### src/rtl/osc_ctrl_pkg.sv
// Package: register map, field layout, reset values and timing for the oscillator control block
package osc_ctrl_pkg;
    // Register indices (byte address is four times the index)
    localparam logic [7:0] LF_CTRL_IDX    = 8'h86;
    localparam logic [7:0] HF_CTRL_IDX    = 8'hb2;
    localparam logic [7:0] MULT_IDX       = 8'hb9;
    localparam logic [7:0] IRQ_STAT_IDX   = 8'hc0;
    localparam logic [7:0] IRQ_EN_IDX     = 8'hc1;
    localparam logic [7:0] IRQ_CLR_IDX    = 8'hc2;
    localparam logic [7:0] CAPT_CTRL_IDX  = 8'hc3;
    localparam logic [7:0] CAPT_FALL_IDX  = 8'hc4;
    localparam logic [7:0] CAPT_RISE_IDX  = 8'hc5;
    localparam logic [7:0] LF_TRIM_IDX    = 8'hc6;

    // Field positions
    localparam int HF_ON_BIT      = 7;
    localparam int HF_OK_BIT      = 6;
    localparam int HF_SUSP_BIT    = 5;
    localparam int LF_ON_BIT      = 7;
    localparam int LF_OK_BIT      = 6;
    localparam int LF_TUNE_LSB    = 2;
    localparam int IRQ_HF_OK      = 0;
    localparam int IRQ_LF_OK      = 1;
    localparam int IRQ_WAKE       = 2;
    localparam int IRQ_CAPT_FALL  = 3;
    localparam int IRQ_CAPT_RISE  = 4;
    localparam int IRQ_W          = 5;

    // Reset values
    localparam logic [7:0] HF_CTRL_RST   = 8'hc0;
    localparam logic [7:0] MULT_VALUE    = 8'he0;
    localparam logic [1:0] HF_DIV_RST    = 2'h0;
    localparam logic [1:0] LF_DIV_RST    = 2'h0;
    localparam logic [3:0] LF_TUNE_RST   = 4'h8;

    // Timing
    localparam int CLK_HZ         = 20_000_000;
    localparam int HF_SETTLE_NS   = 2000;
    localparam int LF_SETTLE_NS   = 100000;
    localparam int HF_SETTLE_CYC  = (HF_SETTLE_NS * (CLK_HZ / 1_000_000) + 999) / 1000;
    localparam int LF_SETTLE_CYC  = (LF_SETTLE_NS * (CLK_HZ / 1_000_000) + 999) / 1000;
    localparam int LF_TICK_CYC    = 125;
endpackage : osc_ctrl_pkg

### src/rtl/osc_divider.sv
// Power-of-two enable divider: code 00 divides by 8, 11 by 1
module osc_divider (
    // Clock and reset
    input  wire logic       i_clk,
    input  wire logic       i_sys_rst,
    // Control
    input  wire logic       i_run,
    input  wire logic       i_tick,
    input  wire logic [1:0] i_code,
    // Output
    output logic            o_tick
);
    logic [2:0] cnt_q;
    logic [2:0] mask;

    always_comb begin
        unique case (i_code)
            2'h0: mask = 3'h7;
            2'h1: mask = 3'h3;
            2'h2: mask = 3'h1;
            2'h3: mask = 3'h0;
        endcase
    end

    always_ff @(posedge i_clk or posedge i_sys_rst) begin
        if (i_sys_rst) begin
            cnt_q <= 3'h0;
        end else if (!i_run) begin
            cnt_q <= 3'h0;
        end else if (i_tick) begin
            cnt_q <= ((cnt_q & mask) == mask) ? 3'h0 : cnt_q + 3'h1;
        end
    end

    assign o_tick = i_run && i_tick && ((cnt_q & mask) == mask);
endmodule : osc_divider

### src/rtl/osc_ctrl.sv
// Internal oscillator control registers, suspend, dividers and low-frequency capture
//
// The Wishbone register port was chosen for this implementation.
module osc_ctrl #(
    parameter int HF_SETTLE = osc_ctrl_pkg::HF_SETTLE_CYC,
    parameter int LF_SETTLE = osc_ctrl_pkg::LF_SETTLE_CYC,
    parameter int LF_TICK   = osc_ctrl_pkg::LF_TICK_CYC
) (
    // Clock and reset
    input  wire logic        i_clk,
    input  wire logic        i_sys_rst,
    // Wishbone slave
    input  wire logic        i_wb_cyc,
    input  wire logic        i_wb_stb,
    input  wire logic        i_wb_we,
    input  wire logic [9:0]  i_wb_adr,
    input  wire logic [3:0]  i_wb_sel,
    input  wire logic [31:0] i_wb_dat,
    output logic [31:0]      o_wb_dat,
    output logic             o_wb_ack,
    // Wake sources
    input  wire logic        i_usb_active,
    input  wire logic        i_vbus_sense,
    // Timer counts to capture
    input  wire logic [15:0] i_timer2_count,
    input  wire logic [15:0] i_timer3_count,
    // Oscillator status and clock enables
    output logic             o_hf_running,
    output logic             o_hf_sys_tick,
    output logic             o_lf_running,
    output logic             o_lf_level,
    output logic             o_lf_sys_tick,
    output logic             o_irq
);
    localparam int HCW = $clog2(HF_SETTLE + 1);
    localparam int LCW = $clog2(LF_SETTLE + 1);
    localparam int TCW = $clog2(LF_TICK + 16);
    localparam int IRQ_W_L = osc_ctrl_pkg::IRQ_W;

    typedef enum logic [1:0] {
        HF_OFF    = 2'b00,
        HF_SETTLE_ST = 2'b01,
        HF_RUN    = 2'b11,
        HF_SUSP   = 2'b10
    } hf_state_type;

    hf_state_type     hf_state_q;
    logic             hf_osc_on_q;
    logic [1:0]       hf_post_divider_q;
    logic [HCW-1:0]   hf_cnt_q;
    logic             lf_osc_on_q;
    logic             lf_freq_ok_q;
    logic [3:0]       lf_fine_tune_q;
    logic [1:0]       lf_divider_q;
    logic [LCW-1:0]   lf_cnt_q;
    logic [TCW-1:0]   lf_ph_q;
    logic             lf_level_q;
    logic [1:0]       capt_mode_q;
    logic [15:0]      reload2_q;
    logic [15:0]      reload3_q;
    logic [IRQ_W_L-1:0] irq_stat_q;
    logic [IRQ_W_L-1:0] irq_en_q;
    logic             vbus_q;
    logic             ack_q;
    logic [31:0]      rdat_q;
    logic             hf_ok_q;
    logic [1:0]       hf_quarter_q;

    logic             req;
    logic             wr;
    logic [7:0]       idx;
    logic [7:0]       wdat;
    logic             wake;
    logic             lf_edge_rise;
    logic             lf_edge_fall;
    logic             hf_quarter_tick;
    logic [IRQ_W_L-1:0] irq_set;
    logic [7:0]       rd_mux;
    logic             hf_settle_done;
    logic             lf_settle_done;
    logic             lf_half_done;
    logic             wr_hf_ctrl;
    logic             wr_lf_ctrl;
    logic             wr_capt_ctrl;
    logic             wr_irq_clr;
    logic             wr_irq_en;

    assign req  = i_wb_cyc && i_wb_stb && !ack_q;
    assign wr   = req && i_wb_we && i_wb_sel[0];
    assign idx  = i_wb_adr[9:2];
    assign wdat = i_wb_dat[7:0];
    assign wake = i_usb_active || (i_vbus_sense != vbus_q);

    // Write strobes and event decodes
    assign wr_hf_ctrl     = wr && (idx == osc_ctrl_pkg::HF_CTRL_IDX);
    assign wr_lf_ctrl     = wr && (idx == osc_ctrl_pkg::LF_CTRL_IDX);
    assign wr_capt_ctrl   = wr && (idx == osc_ctrl_pkg::CAPT_CTRL_IDX);
    assign wr_irq_clr     = wr && (idx == osc_ctrl_pkg::IRQ_CLR_IDX);
    assign wr_irq_en      = wr && (idx == osc_ctrl_pkg::IRQ_EN_IDX);
    assign hf_settle_done = (hf_state_q == HF_SETTLE_ST) && hf_osc_on_q && (hf_cnt_q == HCW'(HF_SETTLE - 1));
    assign lf_settle_done = lf_osc_on_q && !lf_freq_ok_q && (lf_cnt_q == LCW'(LF_SETTLE - 1));
    assign lf_half_done   = lf_ph_q >= TCW'(LF_TICK - 1) + TCW'(lf_fine_tune_q);

    // Bus-power edge detect
    always_ff @(posedge i_clk or posedge i_sys_rst) begin
        if (i_sys_rst) begin
            vbus_q <= 1'b0;
        end else begin
            vbus_q <= i_vbus_sense;
        end
    end

    // HF control fields; suspend bit is a command, not stored
    always_ff @(posedge i_clk or posedge i_sys_rst) begin
        if (i_sys_rst) begin
            hf_osc_on_q       <= osc_ctrl_pkg::HF_CTRL_RST[osc_ctrl_pkg::HF_ON_BIT];
            hf_post_divider_q <= osc_ctrl_pkg::HF_DIV_RST;
        end else if (wr_hf_ctrl) begin
            hf_osc_on_q       <= wdat[osc_ctrl_pkg::HF_ON_BIT];
            hf_post_divider_q <= wdat[1:0];
        end
    end

    // HF oscillator state
    always_ff @(posedge i_clk or posedge i_sys_rst) begin
        if (i_sys_rst) begin
            hf_state_q <= HF_RUN;
            hf_cnt_q   <= '0;
        end else begin
            unique case (hf_state_q)
                HF_OFF: begin
                    if (hf_osc_on_q) begin
                        hf_state_q <= HF_SETTLE_ST;
                        hf_cnt_q   <= '0;
                    end
                end
                HF_SETTLE_ST: begin
                    if (!hf_osc_on_q) begin
                        hf_state_q <= HF_OFF;
                    end else if (hf_settle_done) begin
                        hf_state_q <= HF_RUN;
                    end else begin
                        hf_cnt_q <= hf_cnt_q + 1'b1;
                    end
                end
                HF_RUN: begin
                    if (!hf_osc_on_q) begin
                        hf_state_q <= HF_OFF;
                    end else if (wr_hf_ctrl && wdat[osc_ctrl_pkg::HF_SUSP_BIT]) begin
                        hf_state_q <= HF_SUSP;
                    end
                end
                HF_SUSP: begin
                    if (wake) begin
                        hf_state_q <= HF_RUN;
                    end
                end
            endcase
        end
    end

    always_comb hf_ok_q = (hf_state_q == HF_RUN);
    assign o_hf_running = hf_ok_q;

    // Divide-by-4 stage of the 48 MHz core, modelled as system-clock ticks
    always_ff @(posedge i_clk or posedge i_sys_rst) begin
        if (i_sys_rst) begin
            hf_quarter_q <= 2'h0;
        end else if (hf_ok_q) begin
            hf_quarter_q <= hf_quarter_q + 2'h1;
        end
    end
    assign hf_quarter_tick = hf_ok_q && (hf_quarter_q == 2'h3);

    osc_divider u_hf_div (
        .i_clk     (i_clk),
        .i_sys_rst (i_sys_rst),
        .i_run     (hf_ok_q),
        .i_tick    (hf_quarter_tick),
        .i_code    (hf_post_divider_q),
        .o_tick    (o_hf_sys_tick)
    );

    // LF control fields
    always_ff @(posedge i_clk or posedge i_sys_rst) begin
        if (i_sys_rst) begin
            lf_osc_on_q    <= 1'b0;
            lf_fine_tune_q <= osc_ctrl_pkg::LF_TUNE_RST;
            lf_divider_q   <= osc_ctrl_pkg::LF_DIV_RST;
        end else if (wr_lf_ctrl) begin
            lf_osc_on_q    <= wdat[osc_ctrl_pkg::LF_ON_BIT];
            lf_fine_tune_q <= wdat[osc_ctrl_pkg::LF_TUNE_LSB +: 4];
            lf_divider_q   <= wdat[1:0];
        end
    end

    // LF ready: sticky until reset or divider change
    always_ff @(posedge i_clk or posedge i_sys_rst) begin
        if (i_sys_rst) begin
            lf_freq_ok_q <= 1'b0;
            lf_cnt_q     <= '0;
        end else if (wr_lf_ctrl && wdat[1:0] != lf_divider_q) begin
            lf_freq_ok_q <= 1'b0;
            lf_cnt_q     <= '0;
        end else if (lf_osc_on_q && !lf_freq_ok_q) begin
            if (lf_settle_done) begin
                lf_freq_ok_q <= 1'b1;
            end else begin
                lf_cnt_q <= lf_cnt_q + 1'b1;
            end
        end
    end
    assign o_lf_running = lf_osc_on_q;

    // LF output: half period stretched by fine-tune
    always_ff @(posedge i_clk or posedge i_sys_rst) begin
        if (i_sys_rst) begin
            lf_ph_q    <= '0;
            lf_level_q <= 1'b0;
        end else if (!lf_osc_on_q) begin
            lf_ph_q    <= '0;
        end else if (lf_half_done) begin
            lf_ph_q    <= '0;
            lf_level_q <= !lf_level_q;
        end else begin
            lf_ph_q <= lf_ph_q + 1'b1;
        end
    end
    assign o_lf_level   = lf_level_q;
    assign lf_edge_rise = lf_osc_on_q && !lf_level_q && lf_half_done;
    assign lf_edge_fall = lf_osc_on_q && lf_level_q && lf_half_done;

    osc_divider u_lf_div (
        .i_clk     (i_clk),
        .i_sys_rst (i_sys_rst),
        .i_run     (lf_osc_on_q),
        .i_tick    (lf_edge_rise),
        .i_code    (lf_divider_q),
        .o_tick    (o_lf_sys_tick)
    );

    // Capture mode control
    always_ff @(posedge i_clk or posedge i_sys_rst) begin
        if (i_sys_rst) begin
            capt_mode_q <= 2'h0;
        end else if (wr_capt_ctrl) begin
            capt_mode_q <= wdat[1:0];
        end
    end

    // Edge captures into reload registers
    always_ff @(posedge i_clk or posedge i_sys_rst) begin
        if (i_sys_rst) begin
            reload2_q <= 16'h0000;
            reload3_q <= 16'h0000;
        end else begin
            if (capt_mode_q[0] && lf_edge_fall) begin
                reload2_q <= i_timer2_count;
            end
            if (capt_mode_q[1] && lf_edge_rise) begin
                reload3_q <= i_timer3_count;
            end
        end
    end

    // Interrupt status, set wins over clear
    always_comb begin
        irq_set                           = '0;
        irq_set[osc_ctrl_pkg::IRQ_HF_OK]     = hf_settle_done;
        irq_set[osc_ctrl_pkg::IRQ_LF_OK]     = lf_settle_done;
        irq_set[osc_ctrl_pkg::IRQ_WAKE]      = (hf_state_q == HF_SUSP) && wake;
        irq_set[osc_ctrl_pkg::IRQ_CAPT_FALL] = capt_mode_q[0] && lf_edge_fall;
        irq_set[osc_ctrl_pkg::IRQ_CAPT_RISE] = capt_mode_q[1] && lf_edge_rise;
    end

    always_ff @(posedge i_clk or posedge i_sys_rst) begin
        if (i_sys_rst) begin
            irq_stat_q <= '0;
        end else if (wr_irq_clr) begin
            irq_stat_q <= (irq_stat_q & ~wdat[IRQ_W_L-1:0]) | irq_set;
        end else begin
            irq_stat_q <= irq_stat_q | irq_set;
        end
    end

    always_ff @(posedge i_clk or posedge i_sys_rst) begin
        if (i_sys_rst) begin
            irq_en_q <= '0;
        end else if (wr_irq_en) begin
            irq_en_q <= wdat[IRQ_W_L-1:0];
        end
    end
    assign o_irq = |(irq_stat_q & irq_en_q);

    // Read mux
    always_comb begin
        rd_mux = 8'h00;
        unique case (idx)
            osc_ctrl_pkg::HF_CTRL_IDX:  rd_mux = {hf_osc_on_q, hf_ok_q, 1'b0, 3'h0, hf_post_divider_q};
            osc_ctrl_pkg::MULT_IDX:     rd_mux = osc_ctrl_pkg::MULT_VALUE;
            osc_ctrl_pkg::LF_CTRL_IDX:  rd_mux = {lf_osc_on_q, lf_freq_ok_q, lf_fine_tune_q, lf_divider_q};
            osc_ctrl_pkg::IRQ_STAT_IDX: rd_mux = {3'h0, irq_stat_q};
            osc_ctrl_pkg::IRQ_EN_IDX:   rd_mux = {3'h0, irq_en_q};
            osc_ctrl_pkg::CAPT_CTRL_IDX: rd_mux = {6'h00, capt_mode_q};
            osc_ctrl_pkg::CAPT_FALL_IDX: rd_mux = reload2_q[15:8];
            osc_ctrl_pkg::CAPT_RISE_IDX: rd_mux = reload3_q[15:8];
            osc_ctrl_pkg::LF_TRIM_IDX:   rd_mux = {reload2_q[7:0]};
            default:                     rd_mux = 8'h00;
        endcase
    end

    // Bus answer: ack one cycle after request
    always_ff @(posedge i_clk or posedge i_sys_rst) begin
        if (i_sys_rst) begin
            ack_q  <= 1'b0;
            rdat_q <= 32'h0000_0000;
        end else begin
            ack_q  <= req;
            if (req && !i_wb_we) begin
                rdat_q <= {24'h00_0000, rd_mux};
            end
        end
    end
    assign o_wb_ack = ack_q;
    assign o_wb_dat = rdat_q;
endmodule : osc_ctrl

### config.mk
export PLATFORM = sky130hd
export DESIGN_NAME = osc_ctrl
export DESIGN_NICKNAME = d
export VERILOG_FILES = /design/src/rtl/osc_ctrl_pkg.sv /design/src/rtl/osc_divider.sv /design/src/rtl/osc_ctrl.sv
export SDC_FILE = /design/constraint.sdc
export NUM_CORES = 1
export LEC_CHECK = 0
export BUFFER_PORTS_ARGS = -buffer_cell sky130_fd_sc_hd__buf_2
export CAP_MARGIN = 20
export CORE_MARGIN = 2
export CORE_UTILIZATION = 50
export CTS_CLUSTER_SIZE = 16
export DETAILED_ROUTE_END_ITERATION = 6
export PLACE_DENSITY = 0.75
export SYNTH_ARGS = -nofsm -noshare
export SYNTH_HDL_FRONTEND = slang
export SYNTH_HIERARCHICAL = 1
export SYNTH_SLANG_ARGS = --single-unit
### constraint.sdc
create_clock -name i_clk -period 4 [get_ports i_clk]
set_input_delay 0.6 -clock i_clk [delete_from_list [all_inputs] [get_ports i_clk]]
set_output_delay 0.6 -clock i_clk [all_outputs]
set_load 0.02 [all_outputs]
# Yosys cells after proc, flatten, opt, wreduce, memory -nomap -nowiden
# Cells that the tools add are included.
# classes
addsub,7
magnitude_cmp,1
eq_ne,35
muxes,29
bitwise,7
reduce_logical,45
# op_table
cell,count
$eq 8x8->1 const B,10
$pmux 8 s9,1
$mux 11,3
$logic_and 1x1->1,28
$pmux 3 s4,2
$mux 3,6
$mux 6,3
$mux 8,2
$eq 2x2->1 const B,7
$mux 2,6
$pmux 6 s2,1
$add 11x1->11 const B,1
$eq 11x11->1 const B,1
$and 5x5->5,2
$or 5x5->5,2
$add 7x4->8 const A,1
$add 8x1->8 const B,1
$ge 8x8->1,1
$ne 2x2->1 const B,4
$pmux 2 s4,1
$reduce_and 4->1,2
$add 3x1->3 const B,2
$add 6x1->6 const B,1
$and 3x3->3,2
other kinds (18),34
# word_totals
register_bits,101
in_bits,85
out_inout_bits,39

# Longest topological paths before layout
# depth
ltp_word,9
depth_mapped,12
ltp_nobuf,12

# Modules after synthesis
# The synthesis kept the hierarchy.
# modules_own_cells
mod,instances,cells_each,area_per_inst_um2,seq_area_each_um2
osc_ctrl,1,439,4702.0,2182.1
osc_divider,2,20,198.9,75.1

# Worst setup path after synthesis
# Ideal clock, no wire load.
# synth_path
path_type,register to output
start,register lf_fine_tune_q[3]
end,output port o_lf_sys_tick
arrival_time_ns,2.324
path_slack_ns,1.076
stages_incl_launch_ff,10
path_buffers,0
path_cell_list,dfstp_2 -> inv_1 -> ha_1 -> ha_1 -> o21ai_0 -> a31o_2 -> a21bo_2 -> nor2_1 -> nand2_1 -> a21oi_1
# synth_between
elab_chain_cells,5
# synth_lines
element,line,rtl
from (decl),osc_ctrl.sv:53,logic [3:0] lf_fine_tune_q;
from (signal assigned),osc_ctrl.sv:188,lf_fine_tune_q <= osc_ctrl_pkg::LF_TUNE_RST;
from (signal assigned),osc_ctrl.sv:192,lf_fine_tune_q <= wdat[osc_ctrl_pkg::LF_TUNE_LSB +: 4];
$add 7x4->8,osc_ctrl.sv:102,assign lf_half_done = lf_ph_q >= TCW'(LF_TICK - 1) + TCW'(lf_fine_tune_q);
$ge 8x8->1,osc_ctrl.sv:102,
$logic_and 1x1->1,osc_ctrl.sv:230,assign lf_edge_rise = lf_osc_on_q && !lf_level_q && lf_half_done;
net lf_edge_rise,osc_ctrl.sv:74,logic lf_edge_rise;
$logic_and 1x1->1 (2 in series),osc_divider.sv:35,assign o_tick = i_run && i_tick && ((cnt_q & mask) == mask);
to (decl),osc_ctrl.sv:32,"output logic o_lf_sys_tick,"
# The timed path passes the listed nets, and every way through them passes these cells.

# Final worst setup path
# Same ends and word-level chain as after synthesis.

==> results.ini <==
[outcome]
run_status=complete, no violations

[yosys]
main_combinational_cell_family_by_area_after_synthesis=simple AND/OR/NAND/NOR gates
netlist_area_um2=5100
synth_top_flop_cell=dfrtp_1
synth_async_sr_flop_share_pct=100
syn-instance-count=479
synth-simple-area-share_pct=18.1
ys_types=68
yosys_register_bits=93
synth_area_in_compound_gates_pct=10.7
ys_seq_area_share_pct=45.7
synth_xor_xnor_area_share_pct=3.09
yosys.area_share.adder_pct=3.68
post_synth.cell_area_avg_um2=10.6
yosysWarningCount=6
number_of_flops_mapped_to_enable_cells_by_yosys=0
synth.mux.area_fraction_pct=12.4

[worst_setup_path]
setup.worst_path.class=reg -> out
timing.rr.start=lf_fine_tune_q[3]
cp-end-kind=output port
reg2reg_slack_ns=1.37
reg2regPathDepth=12
worst_setup_sp=lf_fine_tune_q[3]
critical_path_required_ns=3.40
cp_data_arrival_time_ns=2.81
startpoint_type=flip-flop
crit_path_max_fanout=7

[die]
die_area_um2=11000
fp.dieW_um=105
initial_cell_density_of_the_core_pct=51.9
core_region_area_um2=9820
die-height_um=105
site_rows=36
floorplan.io_pins=124

[power]
worst_ir_drop_vdd_mv=0.237
power.static_leakage_nw=2.64
post-layout-total-power_mw=2.18
power_density_nw_per_um2=383

[global_routing]
grt_remaining_overflow=0
via_count_of_the_first_global_routing_pass=3805
grt_first_pass_wirelength_um=17900
grt_start_max_net_pins=59
antenna_violations_before_repair=0
globalRouteTotalUtil_pct=20.3

[detailed_routing]
first_iter_violations=219
post_detailed_route_drc_marker_count=0
route.final.wire_length_um=10700
via_per_inst=5.63
vias=3815
detail_route.wl_per_cell_um=15.7
firstDrtPassIters=4
postRouteAntennaNets=0

[cells_and_area]
fill_cells=870
final_net_count=640
finalCoreUtilization_pct=57.8
ant_diodes=0
syn2layout_area_growth_pct=11.4
final_design_area_no_fill_um2=5680
post_route_cells_drive_above_1_share_pct=26.8

[placed_design]
detailedPlacementHpwl_um=7850
place_congestion=0.853
port_buffer_cells=61
placedInstanceArea_um2=5410

[clock_network]
clock_sinks=93
total_cts_buffers=9
cts.path.max_buffers=2
cts_resized=0
cts_htree_levels=3
cts.clk_slew.worst_paths_ns=0.09
clock_tree_from_tritoncts=yes
ctsHoldBuffers=0
clk_latency_ns=0.37
clock-root-buffer=clkbuf_8
post-cts-setup-buffer-count=0

[timing]
rsz0062_at_grt=no
fin_skew_ns=0.00941
hold_violations=0
slew_headroom_pct=44.9
final_max_slew_viol_count=0
maxClockFrequency_mhz=293
finalSetupTns_ns=0
min_period_over_period_pct=85.3
timing.final.crit_period_ns=3.41
worstMarginPinSlew_ns=0.825
setup_violations=0

[hold_path]
worstHoldPathType=in -> async

[run]
count_of_maximum_capacitance_violations=0

## cells by family after synthesis
family                     count (synthesis)
AOI/OAI and AO/OA                         74
xor gates and xnor gates                  18
adders and majority gates                 15
buffers and inverters                     51
DFF                                       93
muxes                                     58
other                                      1
and+or+nand+nor                          169
## cells in the final DEF (no fill, tap or decap), drive strengths merged, types with 4 or more instances in the layout
cell type / count
nor3: 16
nand4: 7
xor2: 8
o21ai: 15
buf: 63
nand2b: 10
dfrtp: 89
xnor2: 10
nand3: 14
nor2b: 6
nand3b: 6
mux2: 43
mux2i: 15
conb: 24
and3: 5
nor2: 43
clkbuf: 9
a21boi: 4
and3b: 4
nand2: 37
a211oi: 10
a21oi: 15
inv: 15
dfstp: 4
a21o: 5
ha: 15
o211ai: 6
## synth_stat cells (3+ instances only)
cell / number / area [um2]
nor3_1: 15 / 75.1
buf_6: 3 / 33.8
inv_1: 15 / 56.3
and4b_1: 3 / 30.0
and3_1: 5 / 31.3
nand2_1: 37 / 139
a21boi_1: 4 / 30.0
xor2_1: 8 / 70.1
nor2b_1: 6 / 37.5
nand2b_1: 10 / 62.6
a211oi_1: 9 / 67.6
nor2_1: 43 / 161
a21oi_1: 12 / 60.1
a21o_1: 5 / 37.5
dfrtp_1: 89 / 2230
xnor2_1: 10 / 87.6
dfstp_2: 4 / 105
nand3_1: 13 / 65.1
nand3b_1: 6 / 45.0
mux2i_1: 15 / 150
clkbuf_1: 4 / 15.0
and3b_2: 3 / 30.0
o211ai_1: 4 / 30.0
nand4_1: 7 / 43.8
mux2_2: 42 / 473
ha_1: 15 / 188
o21ai_0: 13 / 65.1
a22o_1: 3 / 26.3
buf_4: 26 / 195
## worst max-delay path, cell delays in order, from the launching register on
cell and delay, ns:
dfstp_2 0.54, inv_1 0.04, ha_1 0.27, ha_1 0.29, o211ai_1 0.08, a31o_2 0.29
a21bo_2 0.24, nor2_1 0.31, nand2_1 0.09, a21oi_1 0.13, buf_2 0.18
## power by group
part	internal (mW)	switching, mW	leakage (nW)
Combinational	0.147	0.203	1.34
Sequential	1.01	0.0553	1.19
Clock	0.417	0.344	0.112
Total	1.57	0.602	2.64
## stage by stage
step	std cells	hold WS, ns	worst slack [ns]
2_1_floorplan	502	0.354	1.08
3_3_place_gp	661	0.467	1.00
3_5_place_dp	661	0.475	0.960
4_1_cts	677	0.116	0.562
5_1_grt	678	0.112	0.359
6_report	678	0.114	0.586
## area by class of cell
type / instances / area, um2 / share of cell area (%)
flip-flops and latches: 93 / 2330 / 41.1
inverters: 15 / 57.6 / 1.01
well taps: 133 / 166 / 2.93
repair buffers: 63 / 340 / 5.99
clock inverters: 7 / 121 / 2.14
clock buffers: 9 / 124 / 2.18
multi-input cells: 358 / 2540 / 44.7
## sequential cells by signal, summed over array words and instances, names as in the netlist, 2 cells and up, named ones only
signal and count:
u_lf_div/cnt_q 3, lf_fine_tune_q 4, irq_stat_q 5, irq_en_q 5, lf_cnt_q 11, hf_cnt_q 6
reload3_q 8, hf_post_divider_q 2, capt_mode_q 2, o_wb_dat 8, reload2_q 16, u_hf_div/cnt_q 3
lf_ph_q 8, hf_quarter_q 2, lf_divider_q 2
## per-layer routing
layer,global-route usage [%],part of all wire (%),up-vias
met5,0,0,-
met3,4.18,6.2,14
met4,6.67,1.8,0
met2,32.7,48,135
met1,27.6,44,1875
li1,-,-,1791
## path summary, 6_finish.rpt
path | to
setup / recovery | o_lf_sys_tick
hold / removal | u_hf_div/cnt_q[0]
setup reg to reg | u_lf_div/cnt_q[2]
hold reg to reg | hf_quarter_q[0]
max in group asynchronous | hf_osc_on_q
min in group i_clk | vbus_q
Note: power is estimated with default switching activity, not from simulation.
